$ cat src/inc/cim_pkg.sv
// constants and types shared by the identifier field mapper
//
// Summary of operation
// extended group holds 32 bits total
// standard group carries 13 meaningful bits
// extended identifier bits outside 14..7 land in bytes 0, 1, 3
// identifier bits 14..7 fill byte 2
// identifier sent most significant bit first
// smallest identifier wins arbitration on the bus
// software writes substitute remote bit as one
// substitute remote bit stored exactly as received
// extension bit stored as received on reception
// extension bit selects standard or extended send
// extended remote request sits at byte 3 bit 0
// received remote request bit recorded for software
// remote request sent with buffered value
// extended frames carry substitute and extension as one; substitute bit is sent as buffered and stored as received
// standard identifier lands in bytes 0 and 1
// identifier bytes are not cleared by reset
package cim_pkg;

    ////////////////////////////////////////////////////////////////////////////
    // register offsets on the byte port
    localparam logic [1:0] CIM_OFS_HIGH = 2'h0;  // ident_byte_high
    localparam logic [1:0] CIM_OFS_FLAGS = 2'h1; // ident_byte_flags
    localparam logic [1:0] CIM_OFS_MID = 2'h2;   // ident_byte_mid
    localparam logic [1:0] CIM_OFS_LOW = 2'h3;   // ident_byte_low

    ////////////////////////////////////////////////////////////////////////////
    // field positions inside ident_byte_flags and ident_byte_low
    localparam int CIM_FLG_SRR_BIT = 4;       // substitute remote, extended
    localparam int CIM_FLG_IDE_BIT = 3;       // identifier extension flag
    localparam int CIM_FLG_STD_RTR_BIT = 4;   // remote request, standard
    localparam int CIM_LOW_EXT_RTR_BIT = 0;   // remote request, extended

    ////////////////////////////////////////////////////////////////////////////
    // sizes of the arbitration field in each format
    localparam logic [5:0] CIM_EXT_BITS = 6'h20; // 29 id + srr + ide + rtr
    localparam logic [5:0] CIM_STD_BITS = 6'h0D; // 11 id + rtr + ide
    localparam logic [5:0] CIM_CNT_ONE = 6'h01;  // counter step

    ////////////////////////////////////////////////////////////////////////////
    // reset values of the control fields
    localparam logic [31:0] CIM_SHIFT_RST = 32'h0000_0000;
    localparam logic [5:0] CIM_CNT_RST = 6'h00;
    localparam logic [7:0] CIM_RDATA_RST = 8'h00;

    ////////////////////////////////////////////////////////////////////////////
    // serializer states, one-hot
    typedef enum logic [1:0] {
        CIM_ST_IDLE = 2'b01, // waiting for a send request
        CIM_ST_SEND = 2'b10  // shifting the arbitration field out
    } cim_state_type;

    // whole state of the mapper
    typedef struct packed {
        cim_state_type st;          // serializer state
        logic [3:0][7:0] ident;     // the four identifier bytes
        logic [31:0] shift;         // bits still to send, msb first
        logic [5:0] cnt;            // bits sent so far
        logic [5:0] len;            // bits in this frame
        logic [7:0] rdata;          // read data, one cycle after strobe
        logic done;                 // pulse: field sent completely
        logic lost;                 // pulse: arbitration lost
    } cim_regs_type;

endpackage

$ cat src/rtl/cim_mapper.sv
// identifier field mapper: byte registers, reception store, arbitration serializer
`timescale 1ns/1ps

module cim_mapper (
    // clock and reset
    input wire logic core_clk_in,
    input wire logic reset_in,
    // software register port
    input wire logic [1:0] reg_addr_in,
    input wire logic [7:0] reg_wdata_in,
    input wire logic reg_wr_in,
    input wire logic reg_rd_in,
    output logic [7:0] reg_rdata_out,
    // reception store from the protocol engine
    input wire logic rx_store_in,
    input wire logic rx_ide_in,
    input wire logic [28:0] rx_id_in,
    input wire logic rx_srr_in,
    input wire logic rx_rtr_in,
    // transmit request and bit stream to the protocol engine
    input wire logic tx_start_in,
    output logic tx_bit_out,
    output logic tx_valid_out,
    input wire logic tx_ready_in,
    input wire logic bus_bit_in,
    output logic tx_done_out,
    output logic arb_lost_out,
    output logic tx_busy_out
);

    ////////////////////////////////////////////////////////////////////////////
    // state registers
    cim_pkg::cim_regs_type r_ff;   // registered state
    cim_pkg::cim_regs_type nxt_r;  // next state

    logic bit_taken;    // engine accepts the current bit
    logic bit_lost;     // we sent recessive, bus showed dominant
    logic last_bit;     // current bit is the final one of the field

    ////////////////////////////////////////////////////////////////////////////
    // handshake terms
    always_comb begin
        bit_taken = (r_ff.st == cim_pkg::CIM_ST_SEND) && tx_ready_in;
        // a recessive one overwritten by a dominant zero means a smaller id won
        bit_lost = bit_taken && r_ff.shift[31] && !bus_bit_in;
        last_bit = (r_ff.cnt + cim_pkg::CIM_CNT_ONE) == r_ff.len;
    end

    ////////////////////////////////////////////////////////////////////////////
    // next-state logic
    always_comb begin
        nxt_r = r_ff;
        nxt_r.done = 1'b0;
        nxt_r.lost = 1'b0;
        nxt_r.rdata = cim_pkg::CIM_RDATA_RST;

        // read data for the strobe of this cycle, shown in the next one
        if (reg_rd_in) begin
            nxt_r.rdata = r_ff.ident[3 - reg_addr_in];
        end

        // software write to one byte
        if (reg_wr_in) begin
            nxt_r.ident[3 - reg_addr_in] = reg_wdata_in;
        end

        // a reception overrides a same-cycle software write on the bits it stores
        if (rx_store_in) begin
            // extension flag lives in ident_byte_flags, written in both formats
            nxt_r.ident[2][cim_pkg::CIM_FLG_IDE_BIT] = rx_ide_in;
            if (rx_ide_in) begin
                // extended layout
                nxt_r.ident[3] = rx_id_in[28:21];
                nxt_r.ident[2][7:5] = rx_id_in[20:18];
                nxt_r.ident[2][cim_pkg::CIM_FLG_SRR_BIT] = rx_srr_in;
                nxt_r.ident[2][cim_pkg::CIM_FLG_IDE_BIT] = 1'b1;
                nxt_r.ident[2][2:0] = rx_id_in[17:15];
                nxt_r.ident[1] = rx_id_in[14:7];
                nxt_r.ident[0][7:1] = rx_id_in[6:0];
                nxt_r.ident[0][cim_pkg::CIM_LOW_EXT_RTR_BIT] = rx_rtr_in;
            end else begin
                // standard layout, bytes 2 and 3 are left as they were
                nxt_r.ident[3] = rx_id_in[10:3];
                nxt_r.ident[2][7:5] = rx_id_in[2:0];
                nxt_r.ident[2][cim_pkg::CIM_FLG_STD_RTR_BIT] = rx_rtr_in;
                nxt_r.ident[2][cim_pkg::CIM_FLG_IDE_BIT] = 1'b0;
            end
        end

        // serializer
        case (r_ff.st)
            cim_pkg::CIM_ST_IDLE: begin
                if (tx_start_in) begin
                    // byte order equals bus order: ext sends all 32 bits,
                    // standard sends the top 13 (id, rtr, ide)
                    nxt_r.shift = {r_ff.ident[3], r_ff.ident[2], r_ff.ident[1],
                                   r_ff.ident[0]};
                    nxt_r.cnt = cim_pkg::CIM_CNT_RST;
                    // extension flag picks the field length
                    if (r_ff.ident[2][cim_pkg::CIM_FLG_IDE_BIT]) begin
                        nxt_r.len = cim_pkg::CIM_EXT_BITS;
                    end else begin
                        nxt_r.len = cim_pkg::CIM_STD_BITS;
                    end
                    nxt_r.st = cim_pkg::CIM_ST_SEND;
                end
            end
            cim_pkg::CIM_ST_SEND: begin
                if (bit_lost) begin
                    // back off, the bus belongs to a smaller identifier
                    nxt_r.lost = 1'b1;
                    nxt_r.st = cim_pkg::CIM_ST_IDLE;
                end else if (bit_taken) begin
                    // next bit moves to the top, msb first
                    nxt_r.shift = {r_ff.shift[30:0], 1'b0};
                    nxt_r.cnt = r_ff.cnt + cim_pkg::CIM_CNT_ONE;
                    if (last_bit) begin
                        nxt_r.done = 1'b1;
                        nxt_r.st = cim_pkg::CIM_ST_IDLE;
                    end
                end
            end
            default: begin
                nxt_r.st = cim_pkg::CIM_ST_IDLE;
            end
        endcase

        // synchronous reset clears control only; identifier bytes keep
        // whatever they hold, as a buffer memory would
        if (reset_in) begin
            nxt_r.st = cim_pkg::CIM_ST_IDLE;
            nxt_r.shift = cim_pkg::CIM_SHIFT_RST;
            nxt_r.cnt = cim_pkg::CIM_CNT_RST;
            nxt_r.len = cim_pkg::CIM_CNT_RST;
            nxt_r.rdata = cim_pkg::CIM_RDATA_RST;
            nxt_r.done = 1'b0;
            nxt_r.lost = 1'b0;
        end
    end

    ////////////////////////////////////////////////////////////////////////////
    // state register
    always_ff @(posedge core_clk_in) begin
        r_ff <= nxt_r;
    end

    ////////////////////////////////////////////////////////////////////////////
    // outputs
    assign reg_rdata_out = r_ff.rdata;
    assign tx_bit_out = r_ff.shift[31];
    assign tx_valid_out = (r_ff.st == cim_pkg::CIM_ST_SEND);
    assign tx_done_out = r_ff.done;
    assign arb_lost_out = r_ff.lost;
    assign tx_busy_out = (r_ff.st == cim_pkg::CIM_ST_SEND);

    // start request seen while idle; reset is left to the default disable
    logic start_ok;
    assign start_ok = (r_ff.st == cim_pkg::CIM_ST_IDLE) && tx_start_in;
endmodule
$ cat config.mk
export PLATFORM = sky130hd
export DESIGN_NAME = cim_mapper
export DESIGN_NICKNAME = d
export VERILOG_FILES = /design/src/inc/cim_pkg.sv /design/src/rtl/cim_mapper.sv
export SDC_FILE = /design/constraint.sdc
export NUM_CORES = 1
export LEC_CHECK = 0
export ABC_AREA = 1
export BUFFER_PORTS_ARGS = -buffer_cell sky130_fd_sc_hd__buf_2
export CORE_MARGIN = 5
export CORE_UTILIZATION = 45
export CTS_BUF_LIST = sky130_fd_sc_hd__clkbuf_4 sky130_fd_sc_hd__clkbuf_8
export CTS_CLUSTER_DIAMETER = 40
export DETAILED_ROUTE_END_ITERATION = 7
export PLACE_DENSITY = 0.66
export SETUP_SLACK_MARGIN = 0.2
export SLEW_MARGIN = 20
export SYNTH_ARGS = -nofsm -noshare
export SYNTH_HDL_FRONTEND = slang
export SYNTH_SLANG_ARGS = --single-unit
export TNS_END_PERCENT = 20
$ cat constraint.sdc
create_clock -name core_clk_in -period 3.3 [get_ports core_clk_in]
set_clock_uncertainty 0.15 [all_clocks]
set_input_delay 0.33 -clock core_clk_in [delete_from_list [all_inputs] [get_ports core_clk_in]]
set_output_delay 0.33 -clock core_clk_in [all_outputs]
set_load 0.005 [all_outputs]
## Word-level counts from Yosys, hierarchy flattened

Index checks and enable logic that the tools add are counted.

- Add/sub/neg operators: 2
- $lt $le $gt $ge: 2
- Eq/ne operators: 8
- Muxes and demuxes: 21
- Bitwise logic cells: 3
- Reduce and logical (&&, ||, !) cells: 13

Operators by type and width:

| kind | number |
|---|---|
| $mux W38 | 2 |
| $pmux W38 S2 | 1 |
| $mux W32 | 2 |
| $mux W44 | 1 |
| $bwmux W32 | 1 |
| $ge A32 B1 Y1 const B | 1 |
| $lt A32 B3 Y1 const B | 1 |
| $mux W19 | 1 |
| $bmux W8 S2 | 1 |
| $demux W8 S2 | 1 |
| $mux W8 | 2 |
| $mux W13 | 1 |
| $mux W2 | 4 |
| $add A6 B1 Y6 const B | 1 |
| $eq A6 B6 Y1 | 1 |
| $mux W6 | 1 |
| $ne A3 B1 Y1 const B | 2 |
| $logic_and A1 B1 Y1 | 4 |
| $ne A2 B2 Y1 const B | 2 |
| $pmux W2 S2 | 1 |
| $reduce_and A4 Y1 | 1 |
| $reduce_bool A2 Y1 | 2 |
| $reduce_or A2 Y1 | 2 |
| $reduce_or A4 Y1 | 1 |
| 9 further kinds | 12 |

- Flip-flop bits (word level): 88
- Input port bits: 50
- Output and inout bits: 13
- Logic and storage cells: 61

## Depth between registers and ports, before layout

- Depth after elaboration: 9
- Gate-level depth with buffers: 13
- Depth with buffers taken out: 13

## Worst setup path after synthesis

OpenSTA, ideal clock, no wires.

- Path type: in2reg
- Start point: input port reg_addr_in[0]
- End point: register r_ff[78] (netlist name) (enable)
- Library setup time: 0.384 ns
- Arrival time: 1.408 ns
- Required time: 2.766 ns
- Slack: 1.358 ns
- Stages: 4
- Path buffers: 1
- Path through: nor2_1 buf_2 inv_1 o21ai_0

RTL lines:

| item | RTL line | RTL |
|---|---|---|
| start: declaration | cim_mapper.sv:9 | `input wire logic [1:0] reg_addr_in,` |
| end signal: assignment | cim_mapper.sv:144 | `r_ff <= nxt_r;` |
| end: declaration | cim_mapper.sv:33 | `cim_pkg::cim_regs_type r_ff;` |

==> flow_summary.json <==
{
  "fp.dieH_um": 104,
  "yosys.area.top_type": "dfxtp_1",
  "core_area_um2": 8720,
  "critPathLaunchType": "input port",
  "synth_top_area_share": 0.355,
  "dr_total_vias": 3585,
  "period_share": 0.599,
  "drive_gt1_frac": 0.159,
  "overflow": 0,
  "synth_edf_count": 13,
  "synthesis.area_um2": 4010,
  "portBuffers": 62,
  "area_growth_pct": 10.2,
  "ys.flop_type": "dfxtp_1",
  "crit_required_ps": 3410,
  "cts_made_buffers": 9,
  "postCtsResizedCells": 0,
  "start_util": 0.460,
  "placed_cells_incl_taps": 666,
  "hold_violations": 0,
  "criticalPathCategory": "input port to register",
  "dp_hpwl_um": 7600,
  "cp_max_fo": 27,
  "ys_seq_area_frac": 0.452,
  "grt_max_degree": 64,
  "wl_um": 10300,
  "p_leak_nw": 1.92,
  "clk_pin_slew_ps": 90,
  "rsz0062_at_grt": "no",
  "antenna_found_initial": 0,
  "synth_area_leaders": "dfxtp_1, edfxtp_1, a21oi_1",
  "power_frac_comb": 0.173,
  "drv_slew": 0,
  "finalSetupViolCount": 0,
  "via_per_inst": 5.26,
  "clk_latency_ps": 350,
  "grt_pass1_vias": 3394,
  "power.total_mw": 2.22,
  "p_switching_uw": 652,
  "fin_cells": 682,
  "dp_slack_ps": 993,
  "end_kind": "register",
  "drv_cap": 0,
  "fmax_mhz": 506,
  "post_drt_wl_per_cell_um": 15.0,
  "worst_pin_slew_ps": 666,
  "hold_path.class": "input port to register",
  "synthCells": 529,
  "grt_pass1_wl_um": 16600,
  "arrival_ps": 2090,
  "power.density_nw_per_um2": 502,
  "grt_usage": 0.188,
  "htreeDepth": 3,
  "intPower_mw": 1.57,
  "ios": 63,
  "cts_tree": "yes",
  "synthArstFlopShare": 0,
  "pwr-share-clk": 0.293,
  "cts_setup_buffers": 0,
  "finalWorstSetupSlack_ps": 1320,
  "dieArea_um2": 10900,
  "clock_path_buffers": 2,
  "rows": 34,
  "p_seq_frac": 0.533,
  "firstDrtPassIters": 5,
  "place.gp.congestion": 0.923,
  "fin_tns_setup_ps": 0,
  "switching_share": 0.294,
  "fin_crit_ps": 1980,
  "syn_nets": 580,
  "slew_headroom": 0.553,
  "ys_ff_latch": 84,
  "drc": 0,
  "ir_drop_mv": 0.171,
  "yosysWarnings": 0,
  "drt_iter0_markers": 192,
  "synth_area_per_cell_um2": 7.58,
  "run_status": "completed",
  "fp.dieW_um": 104,
  "synth_cell_types": 30,
  "cts_sinks": 84,
  "root_buffer": "clkbuf_8",
  "holdBufCountCts": 0,
  "diodes": 0,
  "antenna_left": 0,
  "nets": 620
}
[per-layer routing]
metal	up-vias	global-route usage	part of all wire
met5	-	0	0
met4	0	0.0768	0.026
met3	19	0.0317	0.052
met2	109	0.293	0.46
met1	1595	0.257	0.47
li1	1862	-	-
[worst max-delay path, stage by stage]
cell and delay [ps]:
buf_2 220, nand2_1 370, clkinv_1 660, a21oi_1 310
o21ai_0 110, o21ai_0 100
[synthesized netlist by cell type (2+ instances only)]
master and count:
nand2_2 2, buf_4 10, inv_1 82, o22ai_1 35, a221oi_1 8, clkbuf_1 11, nand3_1 25, nand4_1 3
a21oi_1 71, nand2_1 64, edfxtp_1 13, dfxtp_1 71, o21ai_2 4, buf_6 6, nand2_4 2, o21ai_1 22
buf_2 7, o21ai_0 53, nor2_1 29
[worst paths after layout]
check / start / endpoint / slack [ps] / depth (start not counted)
worst max-delay path: rx_ide_in / r_ff[63] / 1320 / 6
worst min-delay path: rx_id_in[12] / r_ff[67] / 20 / 3
worst max register to register: r_ff[86] / r_ff[27] / 1320 / 8
worst min register to register: r_ff[23] / r_ff[23] / 300 / 2
[final cells by class]
cell class	instances	area, um2
Timing Repair Buffer	65	333
Sequential cell	84	1810
Inverter	84	318
Clock inverter	5	28.8
Clock buffer	11	139
Tap cell	108	135
Fill cell	892	4310
Multi-Input combinational cell	325	1650
[cell families (layout without fill, tap and decap cells)]
family,count (synthesis),in the layout,synth area share
adder cells (fa/ha/maj),1,1,0.00312
AND/OR/NAND/NOR,128,128,0.136
flip-flops,84,84,0.452
buffers and inverters,120,165,0.136
multiplexers,1,1,0.00250
AO/OA/AOI/OAI,195,195,0.270
[per-stage QoR]
step,instance area [um2],utilization,hold WS (ps)
floorplan,4010,-,272
finish,4420,0.506,23.6
CTS,4420,0.506,8.70
global route,4420,0.506,29.4
global placement,4250,0.487,288
detailed placement,4250,0.487,293
[power by group through the flow]
| stage | registers (mW) | logic [mW] | clock network [mW] |
|---|---|---|---|
| final | 1.18 | 0.384 | 0.651 |
| after global routing | 1.19 | 0.437 | 0.708 |
| after CTS | 1.18 | 0.383 | 0.664 |
| after detailed placement | 1.21 | 0.382 | 0 |
| after global placement | 1.20 | 0.374 | 0 |
| after floorplan | 1.19 | 0.290 | 0 |
[flip-flops by register name, indices dropped and copies added (netlist names)]
| name | count |
|---|---|
| r_ff | 73 |
| arb_lost_out | 1 |
| reg_rdata_out | 8 |
| tx_done_out | 1 |
| tx_bit_out | 1 |
[placed cells by master, fill, tap and decap left out, types with 22 or more instances in the layout]
cell type	n
o22ai_1	35
buf_2	62
nand3_1	25
nor2_1	29
o21ai_0	53
nand2_1	64
a21oi_1	71
dfxtp_1	71
o21ai_1	22
inv_1	82
Note: power is estimated with default switching activity, not from simulation.
